==> src/verilog/gpio78_pkg.sv <==
// gpio78_pkg: register map, field masks and carrier types for the port 7 / port 8 block.
// assumes a 32-bit AXI4-Lite slave with one aligned word per register.
package gpio78_pkg;

  localparam int unsigned AW = 5;

  // register byte addresses
  localparam logic [AW-1:0] OFS_P7_DIR  = 5'h00;
  localparam logic [AW-1:0] OFS_P7_DATA = 5'h04;
  localparam logic [AW-1:0] OFS_P8_DIR  = 5'h08;
  localparam logic [AW-1:0] OFS_P8_DATA = 5'h0c;
  localparam logic [AW-1:0] OFS_ALT_CFG = 5'h10;

  // implemented bits and read-as-one reserved bits
  localparam logic [7:0] P7_IMPL_MASK = 8'h77;
  localparam logic [7:0] P7_RSVD_ONES = 8'h88;
  localparam logic [7:0] P8_IMPL_MASK = 8'he0;
  localparam logic [7:0] P8_RSVD_ONES = 8'h1f;
  localparam logic [7:0] DIR_RESET    = 8'h00;
  localparam logic [7:0] DATA_RESET   = 8'h00;

  // alternate-function config register fields
  localparam int unsigned ALT_TMO_SEL_LSB = 0;
  localparam int unsigned ALT_TXE_BIT     = 4;
  localparam int unsigned ALT_RXE_BIT     = 5;
  localparam int unsigned ALT_SCK_EXT_BIT = 6;
  localparam int unsigned ALT_SCK_INT_BIT = 7;
  localparam int unsigned ALT_SYNC_BIT    = 8;
  localparam logic [8:0]  ALT_CFG_RESET = 9'h000;

  // port 7 bit positions
  localparam int unsigned P7_TMO_BIT = 6;
  localparam int unsigned P7_TCK_BIT = 5;
  localparam int unsigned P7_TRS_BIT = 4;
  localparam int unsigned P7_TXD_BIT = 2;
  localparam int unsigned P7_RXD_BIT = 1;
  localparam int unsigned P7_SCK_BIT = 0;

  localparam logic [1:0] RESP_OKAY   = 2'b00;
  localparam logic [1:0] RESP_SLVERR = 2'b10;

  typedef struct packed {
    logic [7:0] o;
    logic [7:0] oe;
  } pin_drive_s;

  // first member is the msb: order mirrors bits 8 down to 0 of the config word
  typedef struct packed {
    logic       sync_mode;
    logic       sck_int;
    logic       sck_ext;
    logic       rx_en;
    logic       tx_en;
    logic [3:0] tmo_sel;
  } alt_cfg_s;

endpackage : gpio78_pkg

==> src/verilog/gpio_port7_port8.sv <==
// gpio_port7_port8: two byte-wide I/O ports with direction and data latches,
// AXI4-Lite register access, and port 7 alternate-function override.
// assumes pin inputs are synchronous to CLK_I; tristate wires are resolved outside.
`timescale 1ns/1ps
`default_nettype none

module gpio_port7_port8
  import gpio78_pkg::*;
(
  // clock and reset
  input  wire logic                     CLK_I,
  input  wire logic                     RST_N_I,
  // axi4-lite write address, data and response
  input  wire logic [gpio78_pkg::AW-1:0] AWADDR_I,
  input  wire logic                     AWVALID_I,
  output logic                          AWREADY_O,
  input  wire logic [31:0]              WDATA_I,
  input  wire logic [3:0]               WSTRB_I,
  input  wire logic                     WVALID_I,
  output logic                          WREADY_O,
  output logic [1:0]                    BRESP_O,
  output logic                          BVALID_O,
  input  wire logic                     BREADY_I,
  // axi4-lite read
  input  wire logic [gpio78_pkg::AW-1:0] ARADDR_I,
  input  wire logic                     ARVALID_I,
  output logic                          ARREADY_O,
  output logic [31:0]                   RDATA_O,
  output logic [1:0]                    RRESP_O,
  output logic                          RVALID_O,
  input  wire logic                     RREADY_I,
  // port pins
  input  wire logic [7:0]               P7_IN_I,
  output logic [7:0]                    P7_OUT_O,
  output logic [7:0]                    P7_OE_O,
  input  wire logic [7:0]               P8_IN_I,
  output logic [7:0]                    P8_OUT_O,
  output logic [7:0]                    P8_OE_O,
  // alternate-function peripherals
  input  wire logic                     TIMER_OUT_I,
  output logic                          TIMER_CLK_O,
  output logic                          TIMER_RST_O,
  input  wire logic                     SERIAL_TXD_I,
  output logic                          SERIAL_RXD_O,
  input  wire logic                     SERIAL_SCK_I,
  output logic                          SERIAL_SCK_O
);
  import gpio78_pkg::*;

  ////////////////////////////////////////////////////////////////////////////
  // registers
  logic [7:0] p7_dir_r, p7_data_r, p8_dir_r, p8_data_r;
  logic [8:0] alt_r;
  alt_cfg_s   alt;
  assign alt = alt_cfg_s'(alt_r);

  // read-back mux: latch where output, live pin where input
  function automatic logic [7:0] port_read(input logic [7:0] dir, input logic [7:0] lat,
                                           input logic [7:0] pin, input logic [7:0] impl,
                                           input logic [7:0] ones);
    port_read = (((dir & lat) | (~dir & pin)) & impl) | ones;
  endfunction : port_read

  // offset decode used by the write channel and by the read-channel error check
  function automatic logic reg_mapped(input logic [AW-1:0] a);
    reg_mapped = (a == OFS_P7_DIR) || (a == OFS_P7_DATA) || (a == OFS_P8_DIR) ||
                 (a == OFS_P8_DATA) || (a == OFS_ALT_CFG);
  endfunction : reg_mapped

  ////////////////////////////////////////////////////////////////////////////
  // write channel: address and data accepted in either order
  logic            aw_held_r, w_held_r;
  logic [AW-1:0]   aw_addr_r;
  logic [31:0]     w_data_r;
  logic [3:0]      w_strb_r;
  logic            bvalid_r;
  logic [1:0]      bresp_r;
  logic            wr_go;
  logic [AW-1:0]   wa;
  logic [31:0]     wd;
  logic [3:0]      ws;

  assign AWREADY_O = !aw_held_r && !bvalid_r;
  assign WREADY_O  = !w_held_r && !bvalid_r;
  assign wa = aw_held_r ? aw_addr_r : AWADDR_I;
  assign wd = w_held_r ? w_data_r : WDATA_I;
  assign ws = w_held_r ? w_strb_r : WSTRB_I;
  assign wr_go = (aw_held_r || (AWVALID_I && AWREADY_O)) &&
                 (w_held_r || (WVALID_I && WREADY_O));

  always_ff @(posedge CLK_I or negedge RST_N_I) begin
    if (!RST_N_I) begin
      aw_held_r <= 1'b0;
      w_held_r  <= 1'b0;
      aw_addr_r <= '0;
      w_data_r  <= '0;
      w_strb_r  <= '0;
    end else if (wr_go) begin
      aw_held_r <= 1'b0;
      w_held_r  <= 1'b0;
    end else begin
      if (AWVALID_I && AWREADY_O) begin
        aw_held_r <= 1'b1;
        aw_addr_r <= AWADDR_I;
      end
      if (WVALID_I && WREADY_O) begin
        w_held_r <= 1'b1;
        w_data_r <= WDATA_I;
        w_strb_r <= WSTRB_I;
      end
    end
  end

  logic wr_hit;
  assign wr_hit = reg_mapped(wa);

  always_ff @(posedge CLK_I or negedge RST_N_I) begin
    if (!RST_N_I) begin
      bvalid_r <= 1'b0;
      bresp_r  <= RESP_OKAY;
    end else if (wr_go) begin
      bvalid_r <= 1'b1;
      bresp_r  <= wr_hit ? RESP_OKAY : RESP_SLVERR;
    end else if (BREADY_I) begin
      bvalid_r <= 1'b0;
    end
  end
  assign BVALID_O = bvalid_r;
  assign BRESP_O  = bresp_r;

  // register writes; unimplemented bits never store
  always_ff @(posedge CLK_I or negedge RST_N_I) begin
    if (!RST_N_I) begin
      p7_dir_r  <= DIR_RESET;
      p7_data_r <= DATA_RESET;
      p8_dir_r  <= DIR_RESET;
      p8_data_r <= DATA_RESET;
      alt_r     <= ALT_CFG_RESET;
    end else if (wr_go) begin
      if (ws[0] && wa == OFS_P7_DIR)  p7_dir_r  <= wd[7:0] & P7_IMPL_MASK;
      if (ws[0] && wa == OFS_P7_DATA) p7_data_r <= wd[7:0] & P7_IMPL_MASK;
      if (ws[0] && wa == OFS_P8_DIR)  p8_dir_r  <= wd[7:0] & P8_IMPL_MASK;
      if (ws[0] && wa == OFS_P8_DATA) p8_data_r <= wd[7:0] & P8_IMPL_MASK;
      if (wa == OFS_ALT_CFG) begin
        if (ws[0]) alt_r[7:0] <= wd[7:0];
        if (ws[1]) alt_r[8]   <= wd[8];
      end
    end
  end

  ////////////////////////////////////////////////////////////////////////////
  // read channel; direction registers are write-only and read as zero
  logic        rvalid_r;
  logic [31:0] rdata_r;
  logic [1:0]  rresp_r;
  assign ARREADY_O = !rvalid_r;

  always_ff @(posedge CLK_I or negedge RST_N_I) begin
    if (!RST_N_I) begin
      rvalid_r <= 1'b0;
      rdata_r  <= '0;
      rresp_r  <= RESP_OKAY;
    end else if (ARVALID_I && ARREADY_O) begin
      rvalid_r <= 1'b1;
      rresp_r  <= RESP_OKAY;
      rdata_r  <= '0;
      unique case (ARADDR_I)
        OFS_P7_DIR, OFS_P8_DIR: rdata_r <= '0;
        OFS_P7_DATA: rdata_r[7:0] <= port_read(p7_dir_r, p7_data_r, P7_IN_I,
                                                P7_IMPL_MASK, P7_RSVD_ONES);
        OFS_P8_DATA: rdata_r[7:0] <= port_read(p8_dir_r, p8_data_r, P8_IN_I,
                                                P8_IMPL_MASK, P8_RSVD_ONES);
        OFS_ALT_CFG: rdata_r[8:0] <= alt_r;
        default:     rresp_r <= RESP_SLVERR;
      endcase
    end else if (RREADY_I) begin
      rvalid_r <= 1'b0;
    end
  end
  assign RVALID_O = rvalid_r;
  assign RDATA_O  = rdata_r;
  assign RRESP_O  = rresp_r;

  ////////////////////////////////////////////////////////////////////////////
  // pin drive: alternate functions take priority over general I/O
  pin_drive_s p7_drv;
  logic       tmo_on, sck_out, sck_in;
  assign tmo_on  = alt.tmo_sel != 4'h0;
  assign sck_in  = alt.sck_ext;
  assign sck_out = !alt.sck_ext && (alt.sck_int || alt.sync_mode);

  always_comb begin
    p7_drv.o  = p7_data_r & P7_IMPL_MASK;
    p7_drv.oe = p7_dir_r & P7_IMPL_MASK;
    if (tmo_on) begin
      p7_drv.o[P7_TMO_BIT]  = TIMER_OUT_I;
      p7_drv.oe[P7_TMO_BIT] = 1'b1;
    end
    if (alt.tx_en) begin
      p7_drv.o[P7_TXD_BIT]  = SERIAL_TXD_I;
      p7_drv.oe[P7_TXD_BIT] = 1'b1;
    end
    if (alt.rx_en) begin
      p7_drv.o[P7_RXD_BIT]  = 1'b0;
      p7_drv.oe[P7_RXD_BIT] = 1'b0;
    end
    if (sck_out) begin
      p7_drv.o[P7_SCK_BIT]  = SERIAL_SCK_I;
      p7_drv.oe[P7_SCK_BIT] = 1'b1;
    end else if (sck_in) begin
      p7_drv.o[P7_SCK_BIT]  = 1'b0;
      p7_drv.oe[P7_SCK_BIT] = 1'b0;
    end
  end

  assign P7_OUT_O = p7_drv.o;
  assign P7_OE_O  = p7_drv.oe;
  assign P8_OUT_O = p8_data_r & P8_IMPL_MASK;
  assign P8_OE_O  = p8_dir_r & P8_IMPL_MASK;

  // timer inputs stay connected even while the pins act as general I/O
  assign TIMER_CLK_O  = P7_IN_I[P7_TCK_BIT];
  assign TIMER_RST_O  = P7_IN_I[P7_TRS_BIT];
  assign SERIAL_RXD_O = P7_IN_I[P7_RXD_BIT];
  assign SERIAL_SCK_O = P7_IN_I[P7_SCK_BIT];

  ////////////////////////////////////////////////////////////////////////////
  // assertions
  chk_p7_override: assert property (@(posedge CLK_I) disable iff (!RST_N_I)
    tmo_on |-> (P7_OE_O[P7_TMO_BIT] && P7_OUT_O[P7_TMO_BIT] == TIMER_OUT_I))
    else $error("timer output does not own port 7 bit 6");
  chk_p7_dir: assert property (@(posedge CLK_I) disable iff (!RST_N_I)
    (wr_go && ws[0] && wa == OFS_P7_DIR && !tmo_on && !alt.tx_en && !alt.rx_en
     && !alt.sck_ext && !alt.sck_int && !alt.sync_mode) |=>
    (P7_OE_O == ($past(wd[7:0]) & P7_IMPL_MASK)))
    else $error("port 7 direction write not reflected on enables");
  chk_p7_rsvd: assert property (@(posedge CLK_I) disable iff (!RST_N_I)
    (ARVALID_I && ARREADY_O && ARADDR_I == OFS_P7_DATA) |=> (RDATA_O[7] && RDATA_O[3]))
    else $error("port 7 reserved bits not read as one");
  chk_p7_drive: assert property (@(posedge CLK_I) disable iff (!RST_N_I)
    (p7_dir_r[4] |-> P7_OUT_O[4] == p7_data_r[4]))
    else $error("port 7 latch not driven");
  chk_p7_read: assert property (@(posedge CLK_I) disable iff (!RST_N_I)
    (ARVALID_I && ARREADY_O && ARADDR_I == OFS_P7_DATA) |=>
    (RDATA_O[7:0] == ((($past(p7_dir_r) & $past(p7_data_r)) | (~$past(p7_dir_r)
      & $past(P7_IN_I))) & P7_IMPL_MASK | P7_RSVD_ONES)))
    else $error("port 7 read mux wrong");
  chk_p8_dir: assert property (@(posedge CLK_I) disable iff (!RST_N_I)
    P8_OE_O[4:0] == 5'h00)
    else $error("port 8 reserved bit driven");
  chk_p8_read: assert property (@(posedge CLK_I) disable iff (!RST_N_I)
    (ARVALID_I && ARREADY_O && ARADDR_I == OFS_P8_DATA) |=>
    (RDATA_O[7:0] == (((($past(p8_dir_r) & $past(p8_data_r)) | (~$past(p8_dir_r)
      & $past(P8_IN_I))) & P8_IMPL_MASK) | P8_RSVD_ONES)))
    else $error("port 8 read mux wrong");
  chk_timer_in: assert property (@(posedge CLK_I) disable iff (!RST_N_I)
    TIMER_CLK_O == P7_IN_I[5] && TIMER_RST_O == P7_IN_I[4])
    else $error("timer inputs not fed from pins");
  chk_serial_pins: assert property (@(posedge CLK_I) disable iff (!RST_N_I)
    (alt.tx_en |-> P7_OE_O[2]) and (alt.rx_en |-> !P7_OE_O[1]) and (sck_in |-> !P7_OE_O[0]))
    else $error("serial pin override wrong");
  chk_bresp_hold: assert property (@(posedge CLK_I) disable iff (!RST_N_I)
    (BVALID_O && !BREADY_I) |=> (BVALID_O && $stable(BRESP_O)))
    else $error("write response dropped early");
  chk_p7_rsvd_oe: assert property (@(posedge CLK_I) disable iff (!RST_N_I)
    !P7_OE_O[7] && !P7_OE_O[3])
    else $error("port 7 reserved bit driven");
  chk_tmo_release: assert property (@(posedge CLK_I) disable iff (!RST_N_I)
    !tmo_on |-> (P7_OE_O[P7_TMO_BIT] == p7_dir_r[P7_TMO_BIT]))
    else $error("port 7 bit 6 direction ignored without timer claim");
  chk_p7_wr: assert property (@(posedge CLK_I) disable iff (!RST_N_I)
    (wr_go && ws[0] && wa == OFS_P7_DATA) |=> (P7_OUT_O[5:4] == $past(wd[5:4])))
    else $error("port 7 data write not reflected on pins");
  chk_p7_in_read: assert property (@(posedge CLK_I) disable iff (!RST_N_I)
    (ARVALID_I && ARREADY_O && ARADDR_I == OFS_P7_DATA && p7_dir_r == 8'h00) |=>
    (RDATA_O[7:0] == (($past(P7_IN_I) & P7_IMPL_MASK) | P7_RSVD_ONES)))
    else $error("port 7 input read not taken from pins");
  chk_p8_oe: assert property (@(posedge CLK_I) disable iff (!RST_N_I)
    (wr_go && ws[0] && wa == OFS_P8_DIR) |=> (P8_OE_O == ($past(wd[7:0]) & P8_IMPL_MASK)))
    else $error("port 8 direction write not reflected on enables");
  chk_p8_wr: assert property (@(posedge CLK_I) disable iff (!RST_N_I)
    (wr_go && ws[0] && wa == OFS_P8_DATA) |=> (P8_OUT_O == ($past(wd[7:0]) & P8_IMPL_MASK)))
    else $error("port 8 data write not reflected on pins");
  chk_p8_latch_read: assert property (@(posedge CLK_I) disable iff (!RST_N_I)
    (ARVALID_I && ARREADY_O && ARADDR_I == OFS_P8_DATA && p8_dir_r == P8_IMPL_MASK) |=>
    (RDATA_O[7:0] == ($past(p8_data_r) | P8_RSVD_ONES)))
    else $error("port 8 output read not taken from latch");
  chk_p8_rsvd: assert property (@(posedge CLK_I) disable iff (!RST_N_I)
    (ARVALID_I && ARREADY_O && ARADDR_I == OFS_P8_DATA) |=>
    ((RDATA_O[7:0] & P8_RSVD_ONES) == P8_RSVD_ONES))
    else $error("port 8 reserved bits not read as one");
  chk_tx_own: assert property (@(posedge CLK_I) disable iff (!RST_N_I)
    alt.tx_en |-> (P7_OUT_O[P7_TXD_BIT] == SERIAL_TXD_I))
    else $error("serial transmit does not own port 7 bit 2");
  chk_sck_own: assert property (@(posedge CLK_I) disable iff (!RST_N_I)
    sck_out |-> (P7_OE_O[P7_SCK_BIT] && P7_OUT_O[P7_SCK_BIT] == SERIAL_SCK_I))
    else $error("serial clock does not own port 7 bit 0");

  // bus handshake: one-cycle answers, refusals while busy
  chk_wr_answer: assert property (@(posedge CLK_I) disable iff (!RST_N_I)
    wr_go |=> BVALID_O)
    else $error("write response late");
  chk_wr_slverr: assert property (@(posedge CLK_I) disable iff (!RST_N_I)
    (wr_go && !wr_hit) |=> (BRESP_O == RESP_SLVERR))
    else $error("unmapped write not flagged");
  chk_wr_refuse: assert property (@(posedge CLK_I) disable iff (!RST_N_I)
    BVALID_O |-> (!AWREADY_O && !WREADY_O))
    else $error("write accepted while response pending");
  chk_rd_answer: assert property (@(posedge CLK_I) disable iff (!RST_N_I)
    (ARVALID_I && ARREADY_O) |=> RVALID_O)
    else $error("read response late");
  chk_rd_slverr: assert property (@(posedge CLK_I) disable iff (!RST_N_I)
    (ARVALID_I && ARREADY_O && !reg_mapped(ARADDR_I)) |=> (RRESP_O == RESP_SLVERR))
    else $error("unmapped read not flagged");
  chk_rdata_hold: assert property (@(posedge CLK_I) disable iff (!RST_N_I)
    (RVALID_O && !RREADY_I) |=> (RVALID_O && $stable(RDATA_O) && $stable(RRESP_O)))
    else $error("read response dropped early");

  cov_p7_write: cover property (@(posedge CLK_I) disable iff (!RST_N_I)
    wr_go && wa == OFS_P7_DATA);
  cov_p8_read: cover property (@(posedge CLK_I) disable iff (!RST_N_I)
    RVALID_O && RREADY_I && RDATA_O[7:5] != 3'h0);
  cov_tmo: cover property (@(posedge CLK_I) disable iff (!RST_N_I) tmo_on && p7_dir_r[6]);
  cov_sck_out: cover property (@(posedge CLK_I) disable iff (!RST_N_I) sck_out);
  cov_alt_read: cover property (@(posedge CLK_I) disable iff (!RST_N_I)
    RVALID_O && RREADY_I && RDATA_O[8] && RRESP_O == RESP_OKAY);

endmodule : gpio_port7_port8

`default_nettype wire

==> config.mk <==
export PLATFORM = sky130hd
export DESIGN_NAME = gpio_port7_port8
export DESIGN_NICKNAME = d
export VERILOG_FILES = /design/src/verilog/gpio78_pkg.sv /design/src/verilog/gpio_port7_port8.sv
export SDC_FILE = /design/constraint.sdc
export NUM_CORES = 1
export LEC_CHECK = 0
export ABC_AREA = 1
export BUFFER_PORTS_ARGS = -buffer_cell sky130_fd_sc_hd__buf_4
export CORE_ASPECT_RATIO = 0.5
export CORE_MARGIN = 5
export CORE_UTILIZATION = 45
export DETAILED_ROUTE_END_ITERATION = 7
export PLACE_DENSITY = 0.79
export SETUP_SLACK_MARGIN = 0.4
export SLEW_MARGIN = 30
export SYNTH_ARGS = -nofsm -noshare
export SYNTH_HDL_FRONTEND = slang
export SYNTH_SLANG_ARGS = --single-unit
export TNS_END_PERCENT = 10
==> constraint.sdc <==
create_clock -name CLK_I -period 1.6 [get_ports CLK_I]
set_input_delay 0.16 -clock CLK_I [delete_from_list [all_inputs] [get_ports CLK_I]]
set_output_delay 0.16 -clock CLK_I [all_outputs]
set_load 0.01 [all_outputs]
== After elaboration in Yosys (flattened, before gate mapping) ==
Index checks and enable logic that the tools add are counted.
Storage, ports and cells
  bits in registers: 60
  output and inout bits: 77
  logic and storage cells: 97
Cells by class
  reductions and logical operators: 39
  muxes and demuxes: 25
  eq/ne operators: 8
  bitwise logic cells: 9
Operator list (count)
  $pmux W8 S3: 1
  $eq A5 B4 Y1 const B: 4
  $mux W1: 19
  $and A8 B8 Y8: 2
  $and A7 B7 Y7: 2
  $reduce_and A2 Y1: 6
  $logic_and A1 B1 Y1: 11
  $eq A5 B3 Y1 const B: 2
  $eq A5 B5 Y1 const B: 2
  $logic_not A5 Y1: 2
  $mux W9: 1
  $not A8 Y8: 1
  $or A8 B8 Y8: 1
  $reduce_bool A2 Y1: 4
  $logic_or A1 B1 Y1: 7
  $not A7 Y7: 1
  $or A7 B7 Y7: 1
  $mux W2: 3
  $reduce_and A3 Y1: 2
  $logic_not A1 Y1: 5
  $mux W5: 1
  $reduce_or A5 Y1: 1
  $reduce_bool A4 Y1: 1
  $not A1 Y1: 1

== Logic depth before layout (Yosys ltp) ==
  depth after elaboration: 7
  depth in mapped cells: 10
  depth with buffers taken out: 8

== Worst setup path after synthesis ==
No wires, ideal clock.
  kind: reg2reg
  start point: register bvalid_r, in the netlist BVALID_O
  end point: register p7_data_r[0]
  stages on the path, launching flop included: 6
  arrival: 1.223 ns
  data required time: 1.477 ns
  path slack: 0.254 ns
  library setup time: 0.123 ns
  cells stage by stage: dfrtp_1 > o21ai_4 > nand3_4 > clkbuf_1 > o21ai_0 > nand2_1
Between the ends
  longest elaborated chain between the ends: 6
  elaborated cells between the ends (all ways): 9
  those cells by class: reduce/logical (9)
Ends and longest elaborated chain
  from (decl): line gpio_port7_port8.sv:76  | logic bvalid_r;
  from (signal assigned): line gpio_port7_port8.sv:119  | bvalid_r <= 1'b0;
  from (signal assigned): line gpio_port7_port8.sv:122  | bvalid_r <= 1'b1;
  from (signal assigned): line gpio_port7_port8.sv:125  | bvalid_r <= 1'b0;
  $logic_not A1 Y1 (*): line gpio_port7_port8.sv:83, gpio_port7_port8.sv:84
  $logic_and A1 B1 Y1, on equally long branches: line gpio_port7_port8.sv:83, gpio_port7_port8.sv:84
  $logic_and A1 B1 Y1, on equally long branches: line gpio_port7_port8.sv:88, gpio_port7_port8.sv:89
  $logic_or A1 B1 Y1, on equally long branches: line gpio_port7_port8.sv:88, gpio_port7_port8.sv:89
  $logic_and A1 B1 Y1 (*): line gpio_port7_port8.sv:88  | assign wr_go = (aw_held_r || (AWVALID_I && AWREADY_O)) &&
  $reduce_and A2 Y1 (no line) (*)
  to (signal assigned): line gpio_port7_port8.sv:141  | if (ws[0] && wa == OFS_P7_DATA) p7_data_r <= wd[7:0] & P7_IMPL_MASK;
  to (decl): line gpio_port7_port8.sv:52  | logic [7:0] p7_dir_r, p7_data_r, p8_dir_r, p8_data_r;
Every way passes the cells marked *; elsewhere a longest branch is shown, timed or not.
A chain may end at the register's enable or synchronous reset.

== Final worst setup path ==
  start point: register w_held_r
  end point: register alt_r[1], in the netlist alt[1]
Between the ends
  longest elaborated chain between the ends: 6
  elaborated cells between the ends (all ways): 8
  those cells by class: mux (2); reduce/logical (6)
Ends and longest elaborated chain
  from (decl): line gpio_port7_port8.sv:72  | logic aw_held_r, w_held_r;
  from (signal assigned): line gpio_port7_port8.sv:94  | w_held_r <= 1'b0;
  from (signal assigned): line gpio_port7_port8.sv:100  | w_held_r <= 1'b0;
  from (signal assigned): line gpio_port7_port8.sv:107  | w_held_r <= 1'b1;
  $logic_not A1 Y1: line gpio_port7_port8.sv:84  | assign WREADY_O = !w_held_r && !bvalid_r;
  $logic_and A1 B1 Y1: line gpio_port7_port8.sv:84
  $logic_and A1 B1 Y1: line gpio_port7_port8.sv:89  | (w_held_r || (WVALID_I && WREADY_O));
  $logic_or A1 B1 Y1: line gpio_port7_port8.sv:89
  $logic_and A1 B1 Y1: line gpio_port7_port8.sv:88
  $reduce_and A3 Y1 (no line)
  to (signal assigned): line gpio_port7_port8.sv:145  | if (ws[0]) alt_r[7:0] <= wd[7:0];
  to (decl): line gpio_port7_port8.sv:53  | logic [8:0] alt_r;
Parallel ways exist; a longest one is shown, timed or not.

==> results by group <==
Routing
  – DR vias: 3012
  – Post-route ant nets: 0
  – Final wirelength: approximately 8400 µm
  – DRC violations left: 0
  – Drt pass-1 iters: 5
  – Vias per cell: 4.76
  – DR iter-0 viols: between 200 and 250
  – Routed WL per cell: roughly 13 µm

GRT
  – Vias in the first global route: approximately 2800
  – Met2 usage in global routing: 0.279
  – M1 GR Usage: 0.234
  – Met3 Use GR: 0.0533
  – Most used routing layer: met2
  – GR Overflow Total: 0
  – Initial antenna violation count: 0
  – Global Route Usage Sum: 0.178
  – First-pass GRT wire length: 13500 µm
  – Largest net degree at the start of global routing: 32

Finish
  – Fillers: 642
  – Layout cells sized above 1: 0.277
  – NumNets Final: 604
  – Antenna Cells: 0
  – Area growth, synth to finish: 29.6%
  – Design area: 0.00442 mm²

Timing
  – Minimum clock period: 1520 ps
  – Final setup vio count: 0
  – Slew Viols, Final: 0
  – Clock Skews: 10.1 ps
  – Final hold viol count: 0
  – Final WS setup: a little under 80 ps
  – Fin crit share: 0.951
  – Unrepaired setup endpoints after global routing: true
  – Rel. slew slack: 0.520
  – Actual slew at the worst max-slew pin: 712 ps
  – Maximum clock rate: 657 MHz

Synth
  – Post-Synthesis Cell Area: 0.00341 mm²
  – Syn Inst Count: 443
  – Top-area cell type share of the netlist area: 0.426
  – Register area share after synthesis: 0.426
  – Netlist cell types: 27
  – Dominant cell type by area after synthesis: dfrtp_1
  – Mean Syn Cell Area: roughly 7.7 µm²
  – Largest cells by area after synthesis: dfrtp_1, nand2_1, buf_4
  – Yosys reg bits: 58
  – Yosys warning total: 0

Worst setup path
  – Slowest cell on crit path: o21ai_0
  – Worst R2R Setup Slack: 80 ps
  – Slowest stage delay, CP: between 500 and 600 ps
  – CP startpoint kind: flop
  – Reg2reg path depth: 4
  – Worst EP required: 1850 ps
  – Kind of critical path: flop to flop
  – Crit path DAT: 1770 ps
  – R2R Path End: alt[1]
  – R2R Path Start: w_held_r
  – CP max FO: 20
  – Top delay family on crit path: compound AO/OA/AOI/OAI gates
  – Top cell by count, worst path: nand2_1
  – Worst setup EP type: flop
  – Buf/Inv on CP: 1
  – Worst-path cell chain: buf_12, o21ai_0, nand2_1, nand2_1

Placed design
  – Placer Congestion: 0.810
  – Port buffer count: 77
  – Placed cell areas: between 0.003 and 0.004 mm²
  – Worst slack, placed: -8.76 ps
  – HPWL Detailed: around 6000 µm

Die
  – Die W: 133 µm
  – Die area: 0.00952 mm²
  – Placement row count: 22
  – Die height: 71.5 µm
  – Initial core utilization: 0.464
  – Top Ports: ~150
  – Core area: 0.00735 mm²

Clocking
  – H-tree Lvls: 3
  – CTS tree: built
  – CTS Buffer Depth: 2
  – Root buf cell: clkbuf_16
  – Clock-pin slew on the worst setup and hold paths: ~60 ps
  – CTS sink cnt: 58
  – CTS buffer count: 9
  – Clock Latency Late Sink: 320 ps

Power and ir drop
  – PwrDens: ~1600 mW/mm²
  – Worst VDD drop: 0.719 mV
  – Leakage: 2.37 nW
  – Power, Total: roughly 7.1 mW

Min path
  – Worst hold stages: 2
  – Hold wc startpoint: RREADY_I
  – WHS Endpoint: RVALID_O
  – Hold WC Path Type: input pin to flop

Run status
  – Status: complete, no violations

Job
  – MaxCap Viol Count: 0
-- placed cells by master, fill, tap and decap left out --
cell type | Yosys | final
a21oi_1 | 2 | 2
buf_12 | 0 | 3
buf_4 | 47 | 92
bufinv_16 | 0 | 2
clkbuf_1 | 4 | 3
clkbuf_16 | 0 | 9
clkbuf_8 | 0 | 2
clkinv_1 | 1 | 1
conb_1 | 1 | 39
dfrtp_1 | 58 | 56
dfrtp_2 | 0 | 2
dlygate4sd3_1 | 0 | 2
inv_1 | 44 | 43
inv_4 | 0 | 1
inv_6 | 1 | 1
mux2_2 | 2 | 2
nand2_1 | 149 | 142
nand2_2 | 2 | 8
nand2_4 | 1 | 2
nand3_1 | 18 | 17
nand3_2 | 3 | 2
nand3_4 | 4 | 6
nor2_1 | 16 | 15
nor2_2 | 5 | 4
nor2_4 | 4 | 6
o21ai_0 | 54 | 47
o21ai_1 | 12 | 17
o21ai_2 | 1 | 3
o21ai_4 | 1 | 1
o21bai_1 | 4 | 4
o21bai_4 | 1 | 1
or2_2 | 2 | 2
-- synthesized netlist by cell type --
master / n
inv_6: 1
conb_1: 1
o21ai_1: 12
buf_4: 47
nand3_4: 4
or2_2: 2
o21bai_1: 4
nand2_2: 2
o21ai_2: 1
nor2_1: 16
nand2_4: 1
dfrtp_1: 58
inv_1: 44
a21oi_1: 2
nand3_1: 18
nand3_2: 3
clkinv_1: 1
clkbuf_1: 4
o21ai_4: 1
nand2_1: 149
mux2_2: 2
buf_2: 3
buf_6: 3
o21ai_0: 54
o21bai_4: 1
nor2_4: 4
nor2_2: 5
-- flip-flops by register name, summed over array words and instances (netlist names) --
| name | cells |
|---|---|
| BRESP_O | 1 |
| BVALID_O | 1 |
| RDATA_O | 9 |
| RRESP_O | 1 |
| RVALID_O | 1 |
| alt | 9 |
| aw_addr_r | 5 |
| aw_held_r | 1 |
| p7_data_r | 6 |
| p7_dir_r | 6 |
| p8_data_r | 3 |
| p8_dir_r | 3 |
| w_data_r | 9 |
| w_held_r | 1 |
| w_strb_r | 2 |
-- power breakdown --
part | switching, mW | leakage (nW) | internal (mW) | total, mW
Combinational | 1.60 | 1.46 | 1.14 | 2.74
Sequential | 0.393 | 0.751 | 1.93 | 2.33
Clock | 0.623 | 0.157 | 1.45 | 2.07
-- stage by stage --
stage               hold WS (ps)   util  std cells  TNS (ps)
floorplan                   -136      -        481         0
global placement             103  0.535        604         0
detailed placement           105  0.535        604     -19.7
CTS                         39.2  0.592        630         0
global route                53.9  0.601        633         0
finish                      42.0  0.601        633         0
-- logic make-up (layout without fill, tap and decap cells) --
| kind of cell | Yosys count | in the layout | synth area share |
|---|---|---|---|
| compound gates | 75 | 75 | 0.122 |
| simple gates | 204 | 204 | 0.271 |
| other cells | 1 | 39 | 0.00110 |
| buf+inv | 103 | 159 | 0.174 |
| mux | 2 | 2 | 0.00661 |
| flops | 58 | 58 | 0.426 |
-- repair_timing --
item                                    4_1_cts  5_1_grt
setup buffers                                 8        3
endpoints found under the setup margin       52       53
hold buffers                                  2        0
endpoints found under the hold margin        28        0
resized for setup                             9       14
pin swaps                                     7       16
gates cloned                                  0        0
-- final cells by class --
cell class / count / area (µm²) / area share
inverters: 46 / 180 / 0.0408
well taps: 96 / 120 / 0.0272
clock inverters: 2 / 60.1 / 0.0136
repair buffers: 97 / 771 / 0.175
flip-flops and latches: 58 / 1450 / 0.329
clock buffers: 14 / 264 / 0.0598
multi-input cells: 320 / 1570 / 0.355
-- worst register-to-register path, stage by stage (launching register included) --
cell and delay, ps:
dfrtp_1 450, buf_12 190, o21ai_0 580, nand2_1 140, nand2_1 90
-- worst max path at each step --
stage / start / depth (start not counted) / endpoint
global placement: aw_held_r / 8 / alt[0]
detailed placement: aw_held_r / 8 / alt[5]
global route: aw_held_r / 8 / p7_data_r[1]
floorplan: aw_held_r / 9 / alt[8]
finish: w_held_r / 4 / alt[1]
CTS: aw_held_r / 7 / alt[1]
-- routing by layer --
layer  routed length (µm)  part of all wire
met4                  134             0.016
met1                 3630              0.43
met5                    0                 0
met2                 3900              0.46
met3                  777             0.092
Note: power is estimated with default switching activity, not from simulation.
